File: config.mk
export PLATFORM = sky130hd
export DESIGN_NAME = cgc_ctrl
export DESIGN_NICKNAME = d
export VERILOG_FILES = /design/src/verilog/cgc_pkg.sv /design/src/verilog/cgc_sync2.sv /design/src/verilog/cgc_ctrl.sv
export SDC_FILE = /design/constraint.sdc
export NUM_CORES = 1
export LEC_CHECK = 0
export BUFFER_PORTS_ARGS = -buffer_cell sky130_fd_sc_hd__buf_2
export CORE_MARGIN = 2
export CORE_UTILIZATION = 50
export DETAILED_ROUTE_END_ITERATION = 10
export MAX_ROUTING_LAYER = met4
export PLACE_DENSITY = 0.79
export SLEW_MARGIN = 20
export SYNTH_ARGS = -nofsm -noshare
export SYNTH_HDL_FRONTEND = slang
export SYNTH_SLANG_ARGS = --single-unit
File: constraint.sdc
create_clock -name clk_sys -period 2.3 [get_ports clk_sys]
set_clock_uncertainty 0.15 [all_clocks]
set_input_delay 0.46 -clock clk_sys [delete_from_list [all_inputs] [get_ports clk_sys]]
set_output_delay 0.46 -clock clk_sys [all_outputs]
set_load 0.005 [all_outputs]
File: src/verilog/cgc_pkg.sv
// package: register map, field layout and reset values of the clock generator
package cgc_pkg;
    localparam int CGC_AW = 4;
    localparam logic [3:0] CGC_OFF_CTRL1 = 4'h0;
    localparam logic [3:0] CGC_OFF_CTRL2 = 4'h4;
    localparam logic [3:0] CGC_OFF_STAT1 = 4'h8;
    // control one fields
    localparam int C1_HIGH_GAIN = 7;
    localparam int C1_RANGE = 6;
    localparam int C1_REFSEL = 5;
    localparam int C1_MODE_LO = 3;
    localparam int C1_OSCKEEP = 2;
    localparam int C1_DETECT_OFF = 1;
    // control two fields
    localparam int C2_LOCK_RST_SEL = 7;
    localparam int C2_MULT_LO = 4;
    localparam int C2_CLK_RST_SEL = 3;
    localparam int C2_DIV_LO = 0;
    // status one fields
    localparam int S1_MODE_LO = 6;
    localparam int S1_REF_KIND = 5;
    localparam int S1_LOCK_LOST = 4;
    localparam int S1_LOCK = 3;
    localparam int S1_CLK_LOST = 2;
    localparam int S1_EXT_READY = 1;
    localparam int S1_IRQF = 0;
    localparam logic [7:0] CGC_CTRL1_RST = 8'h00;
    localparam logic [7:0] CGC_CTRL2_RST = 8'h00;
    // cycles an accepted factor write stays busy
    localparam int CGC_FACTOR_BUSY_CYC = 4;
    typedef enum logic [1:0] {
        CGC_MODE_SELF = 2'b00,
        CGC_MODE_LOOP_INT = 2'b01,
        CGC_MODE_BYPASS_EXT = 2'b10,
        CGC_MODE_LOOP_EXT = 2'b11
    } cgc_mode_e;
endpackage

File: src/verilog/cgc_sync2.sv
// two-flop synchroniser for asynchronous level inputs
`timescale 1ns/1ps
module cgc_sync2 #(
    parameter int W = 1
) (
    input wire logic clk_sys,
    input wire logic rst,
    input wire logic [W-1:0] d,
    output logic [W-1:0] q
);
    logic [W-1:0] meta_reg;
    always_ff @(posedge clk_sys) begin
        if (rst) begin
            meta_reg <= '0;
            q <= '0;
        end else begin
            meta_reg <= d;
            q <= meta_reg;
        end
    end
endmodule

File: src/verilog/cgc_ctrl.sv
// clock generator control/status registers on an avalon-mm slave
// Functional notes
// - keep-in-stop clear: off in stop unless enable, mode 10 and crystal ref.
// - keep-in-stop set: oscillator runs in stop for mode 1x and crystal ref.
// - keep-in-stop ignored when high-gain and range are both one.
// - clock-loss detection runs while detect-off is zero, suspended when one.
// - lock loss asks interrupt, or reset if selected; only while sticky set.
// - multiplier code 000..111 gives 4,6,...,18.
// - divider code 000..111 gives 1,2,4,...,128.
// - factor writes dropped while an earlier factor write still settles.
// - clock loss asks interrupt if reset-select zero, reset if one.
// - status shows mode: 00 self, 01 loop int, 10 bypass, 11 loop ext.
// - mode status changes only after the written mode crossed domains.
// - reference status reads zero for external clock, one for crystal.
// - sticky lock-loss flag set on unexpected lock loss until cleared.
// - lock bit follows loop lock, forced zero in off, self and bypass modes.
// - sticky clock-loss flag set on clock loss until cleared.
// - ext_ref_ready one only when external reference stable and fast enough.
// - irq flag set while pending; cleared by reset or read-then-write-one.
// - a new interrupt during the clear sequence restarts it; flag stays set.
// - writing zero to the irq flag has no effect.
// - mode select picks self, loop int, bypass ext or loop ext.
// - bypass request waits until ext_ref_ready reads one.
//
// Decided for this implementation: the address map and the Avalon-MM interface to the registers.
`timescale 1ns/1ps
module cgc_ctrl
    import cgc_pkg::*;
#(
    parameter int BUSY_CYC = CGC_FACTOR_BUSY_CYC
) (
    input wire logic clk_sys,
    input wire logic rst,
    input wire logic [cgc_pkg::CGC_AW-1:0] avs_address,
    input wire logic avs_read,
    input wire logic avs_write,
    input wire logic [31:0] avs_writedata,
    output logic [31:0] avs_readdata,
    output logic avs_waitrequest,
    input wire logic stop_mode,
    input wire logic loop_enable,
    input wire logic loop_locked_pin,
    input wire logic loop_unlock_event_pin,
    input wire logic clock_lost_pin,
    input wire logic ext_ref_stable_pin,
    output logic osc_enable,
    output logic clock_loss_detect_en,
    output logic [4:0] loop_factor_n,
    output logic [7:0] output_divide_r,
    output logic [1:0] active_mode,
    output logic reference_kind,
    output logic clockgen_irq,
    output logic clockgen_reset_req
);

    // the busy counter is eight bits wide and must load a non-zero count
    if (BUSY_CYC < 1 || BUSY_CYC > 255) begin : g_busy_range
        $error("cgc_ctrl: BUSY_CYC out of range");
    end

    localparam logic [7:0] BUSY_LOAD = 8'(BUSY_CYC);

    function automatic logic is_loop_mode(input logic [1:0] m);
        is_loop_mode = m[0];
    endfunction

    function automatic logic addr_hit(
        input logic [CGC_AW-1:0] a,
        input logic [3:0] off
    );
        addr_hit = a == off;
    endfunction

    // register read mux; unmapped offsets read as zero
    function automatic logic [7:0] reg_view(
        input logic [CGC_AW-1:0] a,
        input logic [7:0] c1,
        input logic [7:0] c2,
        input logic [7:0] s1
    );
        if (addr_hit(a, CGC_OFF_CTRL1))
            reg_view = c1;
        else if (addr_hit(a, CGC_OFF_CTRL2))
            reg_view = c2;
        else if (addr_hit(a, CGC_OFF_STAT1))
            reg_view = s1;
        else
            reg_view = 8'h00;
    endfunction

    // pins are asynchronous; nothing reads them before the second flop
    logic [3:0] pin_s;
    logic locked_s;
    logic unlock_s;
    logic lost_s;
    logic ext_ready_s;

    cgc_sync2 #(.W(4)) u_sync (
        .clk_sys(clk_sys),
        .rst(rst),
        .d({loop_locked_pin, loop_unlock_event_pin, clock_lost_pin,
            ext_ref_stable_pin}),
        .q(pin_s)
    );

    assign locked_s = pin_s[3];
    assign unlock_s = pin_s[2];
    assign lost_s = pin_s[1];
    assign ext_ready_s = pin_s[0];

    // bus: one wait cycle per access so reads see settled status
    logic ack_reg;
    logic acc;

    assign acc = (avs_read | avs_write) & ~ack_reg;
    assign avs_waitrequest = acc;

    always_ff @(posedge clk_sys) begin
        if (rst)
            ack_reg <= 1'b0;
        else
            ack_reg <= acc;
    end

    // a write or read takes effect in the cycle waitrequest is low
    logic wr_c1;
    logic wr_c2;
    logic wr_s1;
    logic rd_s1;

    assign wr_c1 = avs_write & ack_reg &
                   addr_hit(avs_address, CGC_OFF_CTRL1);
    assign wr_c2 = avs_write & ack_reg &
                   addr_hit(avs_address, CGC_OFF_CTRL2);
    assign wr_s1 = avs_write & ack_reg &
                   addr_hit(avs_address, CGC_OFF_STAT1);
    assign rd_s1 = avs_read & ack_reg &
                   addr_hit(avs_address, CGC_OFF_STAT1);

    // control one
    logic [7:0] ctrl1_reg;
    logic first_wr_reg;
    logic ext_allowed;
    logic [1:0] mode_req;

    // external modes stay locked out if the first write chose internal,
    // since the reference pins were never claimed
    assign ext_allowed = first_wr_reg | ctrl1_reg[C1_MODE_LO+1];

    always_ff @(posedge clk_sys) begin
        if (rst)
            first_wr_reg <= 1'b1;
        else if (wr_c1)
            first_wr_reg <= 1'b0;
    end

    always_ff @(posedge clk_sys) begin
        if (rst) begin
            ctrl1_reg <= CGC_CTRL1_RST;
        end else if (wr_c1) begin
            // high gain, range and reference select are write-once
            if (first_wr_reg)
                ctrl1_reg[7:5] <= avs_writedata[7:5];
            if (ext_allowed || !avs_writedata[C1_MODE_LO+1])
                ctrl1_reg[C1_MODE_LO +: 2] <=
                    avs_writedata[C1_MODE_LO +: 2];
            ctrl1_reg[C1_OSCKEEP] <= avs_writedata[C1_OSCKEEP];
            ctrl1_reg[C1_DETECT_OFF] <= avs_writedata[C1_DETECT_OFF];
        end
    end

    assign mode_req = ctrl1_reg[C1_MODE_LO +: 2];

    // factor writes occupy the loop for BUSY_CYC cycles
    logic [7:0] ctrl2_reg;
    logic [7:0] busy_reg;
    logic factor_idle;

    assign factor_idle = busy_reg == 8'h00;

    always_ff @(posedge clk_sys) begin
        if (rst) begin
            ctrl2_reg <= CGC_CTRL2_RST;
        end else if (wr_c2) begin
            ctrl2_reg[C2_LOCK_RST_SEL] <= avs_writedata[C2_LOCK_RST_SEL];
            ctrl2_reg[C2_CLK_RST_SEL] <= avs_writedata[C2_CLK_RST_SEL];
            if (factor_idle) begin
                ctrl2_reg[C2_MULT_LO +: 3] <= avs_writedata[C2_MULT_LO +: 3];
                ctrl2_reg[C2_DIV_LO +: 3] <= avs_writedata[C2_DIV_LO +: 3];
            end
        end
    end

    // a dropped write does not stretch the busy time
    always_ff @(posedge clk_sys) begin
        if (rst)
            busy_reg <= 8'h00;
        else if (wr_c2 && factor_idle)
            busy_reg <= BUSY_LOAD;
        else if (!factor_idle)
            busy_reg <= busy_reg - 8'h01;
    end

    // applied factors follow the register once the write has settled
    always_ff @(posedge clk_sys) begin
        if (rst) begin
            loop_factor_n <= 5'h04;
            output_divide_r <= 8'h01;
        end else if (busy_reg == 8'h01) begin
            loop_factor_n <= {1'b0, ctrl2_reg[6:4], 1'b0} + 5'h04;
            output_divide_r <= 8'h01 << ctrl2_reg[2:0];
        end
    end

    // mode crosses a staging flop before it is reported
    logic [1:0] mode_stage_reg;

    always_ff @(posedge clk_sys) begin
        if (rst) begin
            mode_stage_reg <= CGC_MODE_SELF;
            active_mode <= CGC_MODE_SELF;
        end else begin
            mode_stage_reg <= mode_req;
            if (mode_stage_reg != CGC_MODE_BYPASS_EXT || ext_ready_s)
                active_mode <= mode_stage_reg;
        end
    end

    assign reference_kind = ctrl1_reg[C1_REFSEL];

    // in stop the oscillator follows the selected mode, not the active one,
    // so a bypass request still waiting for the reference keeps it alive
    logic osc_keep_ign;
    logic osc_next;

    assign osc_keep_ign = ctrl1_reg[C1_HIGH_GAIN] &
                          ctrl1_reg[C1_RANGE];

    always_comb begin
        if (!stop_mode)
            osc_next = active_mode != CGC_MODE_SELF &&
                       active_mode != CGC_MODE_LOOP_INT;
        else if (ctrl1_reg[C1_OSCKEEP] && !osc_keep_ign)
            osc_next = mode_req[1] & reference_kind;
        else
            osc_next = loop_enable && mode_req == CGC_MODE_BYPASS_EXT &&
                       reference_kind;
    end

    always_ff @(posedge clk_sys) begin
        if (rst)
            osc_enable <= 1'b0;
        else
            osc_enable <= osc_next;
    end

    always_ff @(posedge clk_sys) begin
        if (rst)
            clock_loss_detect_en <= 1'b0;
        else
            clock_loss_detect_en <= ~ctrl1_reg[C1_DETECT_OFF];
    end

    // lock qualified by mode; unexpected loss is an unlock event or a locked-to-unlocked drop
    logic lock_bit;
    logic lock_prev_reg;
    logic lol_ev;
    logic loc_ev;

    assign lock_bit = locked_s & is_loop_mode(active_mode) & ~stop_mode;

    always_ff @(posedge clk_sys) begin
        if (rst)
            lock_prev_reg <= 1'b0;
        else
            lock_prev_reg <= lock_bit;
    end

    // a drop caused by leaving loop mode or entering stop is expected
    assign lol_ev = (unlock_s | (lock_prev_reg & ~lock_bit)) &
                    is_loop_mode(active_mode) & ~stop_mode;
    assign loc_ev = lost_s & clock_loss_detect_en;

    // sticky flags: a set in the clear cycle wins over the clear
    logic lock_lost_reg;
    logic clock_lost_reg;
    logic irqf_reg;
    logic armed_reg;
    logic new_irq;
    logic clear_ok;

    assign new_irq = (lol_ev & ~ctrl2_reg[C2_LOCK_RST_SEL]) |
                     (loc_ev & ~ctrl2_reg[C2_CLK_RST_SEL]);
    assign clear_ok = wr_s1 & avs_writedata[S1_IRQF] & armed_reg;

    always_ff @(posedge clk_sys) begin
        if (rst)
            lock_lost_reg <= 1'b0;
        else if (lol_ev)
            lock_lost_reg <= 1'b1;
        else if (clear_ok)
            lock_lost_reg <= 1'b0;
    end

    always_ff @(posedge clk_sys) begin
        if (rst)
            clock_lost_reg <= 1'b0;
        else if (loc_ev)
            clock_lost_reg <= 1'b1;
        else if (clear_ok)
            clock_lost_reg <= 1'b0;
    end

    // a new request disarms the read so the clear must start over
    always_ff @(posedge clk_sys) begin
        if (rst) begin
            irqf_reg <= 1'b0;
            armed_reg <= 1'b0;
        end else if (new_irq) begin
            irqf_reg <= 1'b1;
            armed_reg <= 1'b0;
        end else if (clear_ok) begin
            irqf_reg <= 1'b0;
            armed_reg <= 1'b0;
        end else if (rd_s1 && irqf_reg) begin
            armed_reg <= 1'b1;
        end
    end

    always_ff @(posedge clk_sys) begin
        if (rst) begin
            clockgen_irq <= 1'b0;
            clockgen_reset_req <= 1'b0;
        end else begin
            clockgen_irq <= irqf_reg | new_irq;
            clockgen_reset_req <=
                (lock_lost_reg & ctrl2_reg[C2_LOCK_RST_SEL]) |
                (clock_lost_reg & ctrl2_reg[C2_CLK_RST_SEL]);
        end
    end

    // read data is loaded in the wait cycle and stands until the next read
    logic [7:0] stat1;

    assign stat1 = {active_mode, reference_kind, lock_lost_reg, lock_bit,
                    clock_lost_reg, ext_ready_s, irqf_reg};

    always_ff @(posedge clk_sys) begin
        if (rst)
            avs_readdata <= 32'h0;
        else if (avs_read && !ack_reg)
            avs_readdata <= {24'h0,
                reg_view(avs_address, ctrl1_reg, ctrl2_reg, stat1)};
    end
endmodule

==> metrics.md <==
| Metric | Value |
|---|---|
| GPL Wtd Cong | about 0.89 |
| Critical path class | reg2reg |
| Post-detail-place hpwl | between 4000 and 5000 µm |
| Int Pwr | around 0.0021 W |
| Slack of the critical path | around 0.18 ns |
| Largest stage delay on the critical path | roughly 0.55 ns |
| Maxcap violations | 0 |
| Clock share of power | 35.2% |
| Iter 0 DRT Violations | about 240 |
| CTS root buf | clkbuf_8 |
| R2R depth | 4 |
| Critical Path AT | about 2.3 ns |
| Gate power share | 22.2% |
| IO Pins | slightly below 100 |
| Switching Fraction | between 30 and 40% |
| GR Overflow Total | 0 |
| Skew-Pair Late Insertion Delay | between 0.3 and 0.4 ns |
| Max rail drop VDD | 0.0004824 V |
| Number of global-route vias before repair | around 2.2k |
| Critical path peak fanout | 10 |
| Ant. Diodes | 0 |
| Reg-to-reg slack, setup | about 0.18 ns |
| Fin util | between 50 and 60% |
| Critical path depth | 4 |
| Reg power frac | between 40% and 50% |
| IO Port Bufs | a little under 50 |
| Std-Cell Rows | 28 |
| CP delay by family, top | simple AND/OR/NAND/NOR gates |
| Final WL | ~6800 µm |
| TritonCTS clock tree | yes |
| Finished Layout Cells | between 400 and 500 |
| Synth Register Bits | 66 |
| Antenna violations before repair | 0 |
| Worst setup EP type | register |
| Tot Pwr | ~0.0030 W |
| CTS resizes | 0 |
| Layout cells sized above 1 | between 20% and 30% |
| Met1 global-route usage | between 20% and 30% |
| Primary FF master, synth | dfxtp_1 |
| CP cell instances | ha_1 -> or3b_2 -> or4_1 -> a21oi_1 |
| Synth area leaders | dfxtp_1 44%, buf_4 6.2%, o21ai_0 4.3% |
| Syn Std Cell Area | 3025 µm² |
| R2R Path End | output_divide_r[5] |
| DR pass1 iterations | 5 |
| CTS Buf Count | 9 |
| H-tree level count | 3 |
| Post-synthesis cell type count | 53 |
| Final Slew Violations | 0 |
| Min-Delay Endpoint | u_sync.meta_reg[0] |
| Crit Reg-Reg Startpoint | busy_reg[0] |
| GRT met2 Usage | 30.08% |
| WL/cell | roughly 15 µm |
| Endpoints failing setup | 0 |
| Crit share post-route | 92.23% |
| Worst min-delay path startpoint | ext_ref_stable_pin |
| # Post-CTS Setup Buffers | 0 |
| Met3 usage | around 5.7% |
| Worst-Margin Slew | between 0.5 and 0.6 ns |
| Routed via count | 2,656 |
| Syn avg cell area | roughly 8.9 µm² |
| Largest net degree at the start of global routing | 43 |
| Number of synthesized flops with an enable pin | 0 |
| Status | finished clean |
| GRT Total Usage | approximately a fifth |
| Die Ht | 81.79 µm |
| Final ANT Viol Nets | 0 |
| Final hold vios | 0 |
| Synth area leader | dfxtp_1 |
| Final Net Count | between 400 and 500 |
| Static leakage | roughly 1.4 nW |
| Startpoint types | register |
| Area grow syn2layout | 14.64% |
| PwrDens | roughly 900 nW/µm² |
| Die W | 81.79 µm |
| NetSw | around 0.00093 W |
| Dpl cells | 452 |
| Worst hold stages | 2 |
| Pre-CTS WS | 0.2077 ns |
| Ys async rst share | 0% |
| Data required, critical path | between 2 and 2.5 ns |
| Crit path time final | ~2.1 ns |
| CTS clk-pin slew, worst paths | about 0.070 ns |
| GRT busiest layer | met2 |
| Worst hold path class | in2reg |
| CTS max path bufs | 2 |
| Cells after Synth | around 340 |
| Vias per cell | roughly 5.7 |
| Max frequency | 471.4 MHz |
| Crit-path slowest cell | or3b_2 |
| Register area share after synthesis | a little over two fifths |
| Die Area | 6689 µm² |
| Slew headroom | just over 60% |
| Synth top area share | around 44% |
| Core Footprint | 5886 µm² |
| RSZ-0062 raised after global routing | false |
| CP Buf/Inv Count | 0 |
| Hold buffers post-CTS | 0 |
| Remaining routing DRC violations | 0 |
| Global-route wire length before repair | around 10,000 µm |
| Initial Util | about half |
| Synth warn | 0 |
| Total clock sinks | 66 |
| Setup TNS | 0 ns |
[cell usage after synthesis, drive strengths merged (6+ instances only)]
cell type and instances:
nor4 7, dfxtp 66, buf 30, inv 11
nand3 9, o21ai 26, nor2 11, nand2 26
mux2i 10, a21oi 24, nor2b 20, clkbuf 17
nand2b 6
[through the flow]
stage	hold slack (ns)	instance area [µm²]
final	0.1671	3468
after global routing	0.1776	3468
after CTS	0.1660	3468
after detailed placement	0.2797	3251
after global placement	0.2667	3251
after floorplan	0.2588	3115
[per-layer routing]
metal  vias up  routed length (µm)
met1      1242                3041
met3        16                 597
met5         -                   0
met2       138                3053
li1       1260                   -
met4         0                 150
[layout by cell type (no fill, tap or decap), types with 4 or more instances in the layout]
cell	instances
buf_4	10
nand4_1	5
nand2b_1	6
dfxtp_1	66
buf_2	49
nand3_1	9
inv_1	11
conb_1	25
or4_1	4
clkbuf_8	10
nor2b_1	20
a31oi_1	4
nor4_1	6
clkinv_2	4
nor3b_1	5
nand2_1	26
o32ai_1	4
a22o_1	5
nor2_1	11
ha_1	4
o21ai_0	26
a21oi_1	24
mux2i_1	10
[power by group through the flow]
| stage | logic, W | registers [W] | clock network [W] |
|---|---|---|---|
| floorplan | 0.000531 | 0.00129 | 0 |
| global placement | 0.000633 | 0.00131 | 0 |
| detailed placement | 0.000653 | 0.00132 | 0 |
| CTS | 0.000666 | 0.00129 | 0.00108 |
| global route | 0.000738 | 0.00131 | 0.00112 |
| finish | 0.000674 | 0.00130 | 0.00107 |
[how the worst max path moves through the flow]
stage / startpoint / end
5_1_grt: busy_reg[0] / output_divide_r[6]
3_5_place_dp: busy_reg[1] / output_divide_r[5]
4_1_cts: busy_reg[1] / output_divide_r[5]
6_report: busy_reg[0] / output_divide_r[5]
2_1_floorplan: avs_address[1] / ctrl1_reg[4]
3_3_place_gp: avs_address[1] / ctrl1_reg[4]
[kinds of logic after synthesis]
kind of cell,count (synthesis),synth area share [%]
muxes,10,3.309
other,1,0.1240
buffers and inverters,58,10.59
and+or+nand+nor,118,23.20
xor gates and xnor gates,1,0.2895
DFF,66,43.67
adders and majority gates,4,1.654
AOI/OAI and AO/OA,83,17.16
[cell type report]
class	count	area [µm²]
tap	75	93.84
sequential	66	1321
inverter	11	41.29
multi-input combinational	241	1474
clock inverter	6	80.08
fill	511	2417
clock buffer	10	137.6
timing repair buffer	59	320.3
No activity file was read; power rests on OpenSTA's default activity.
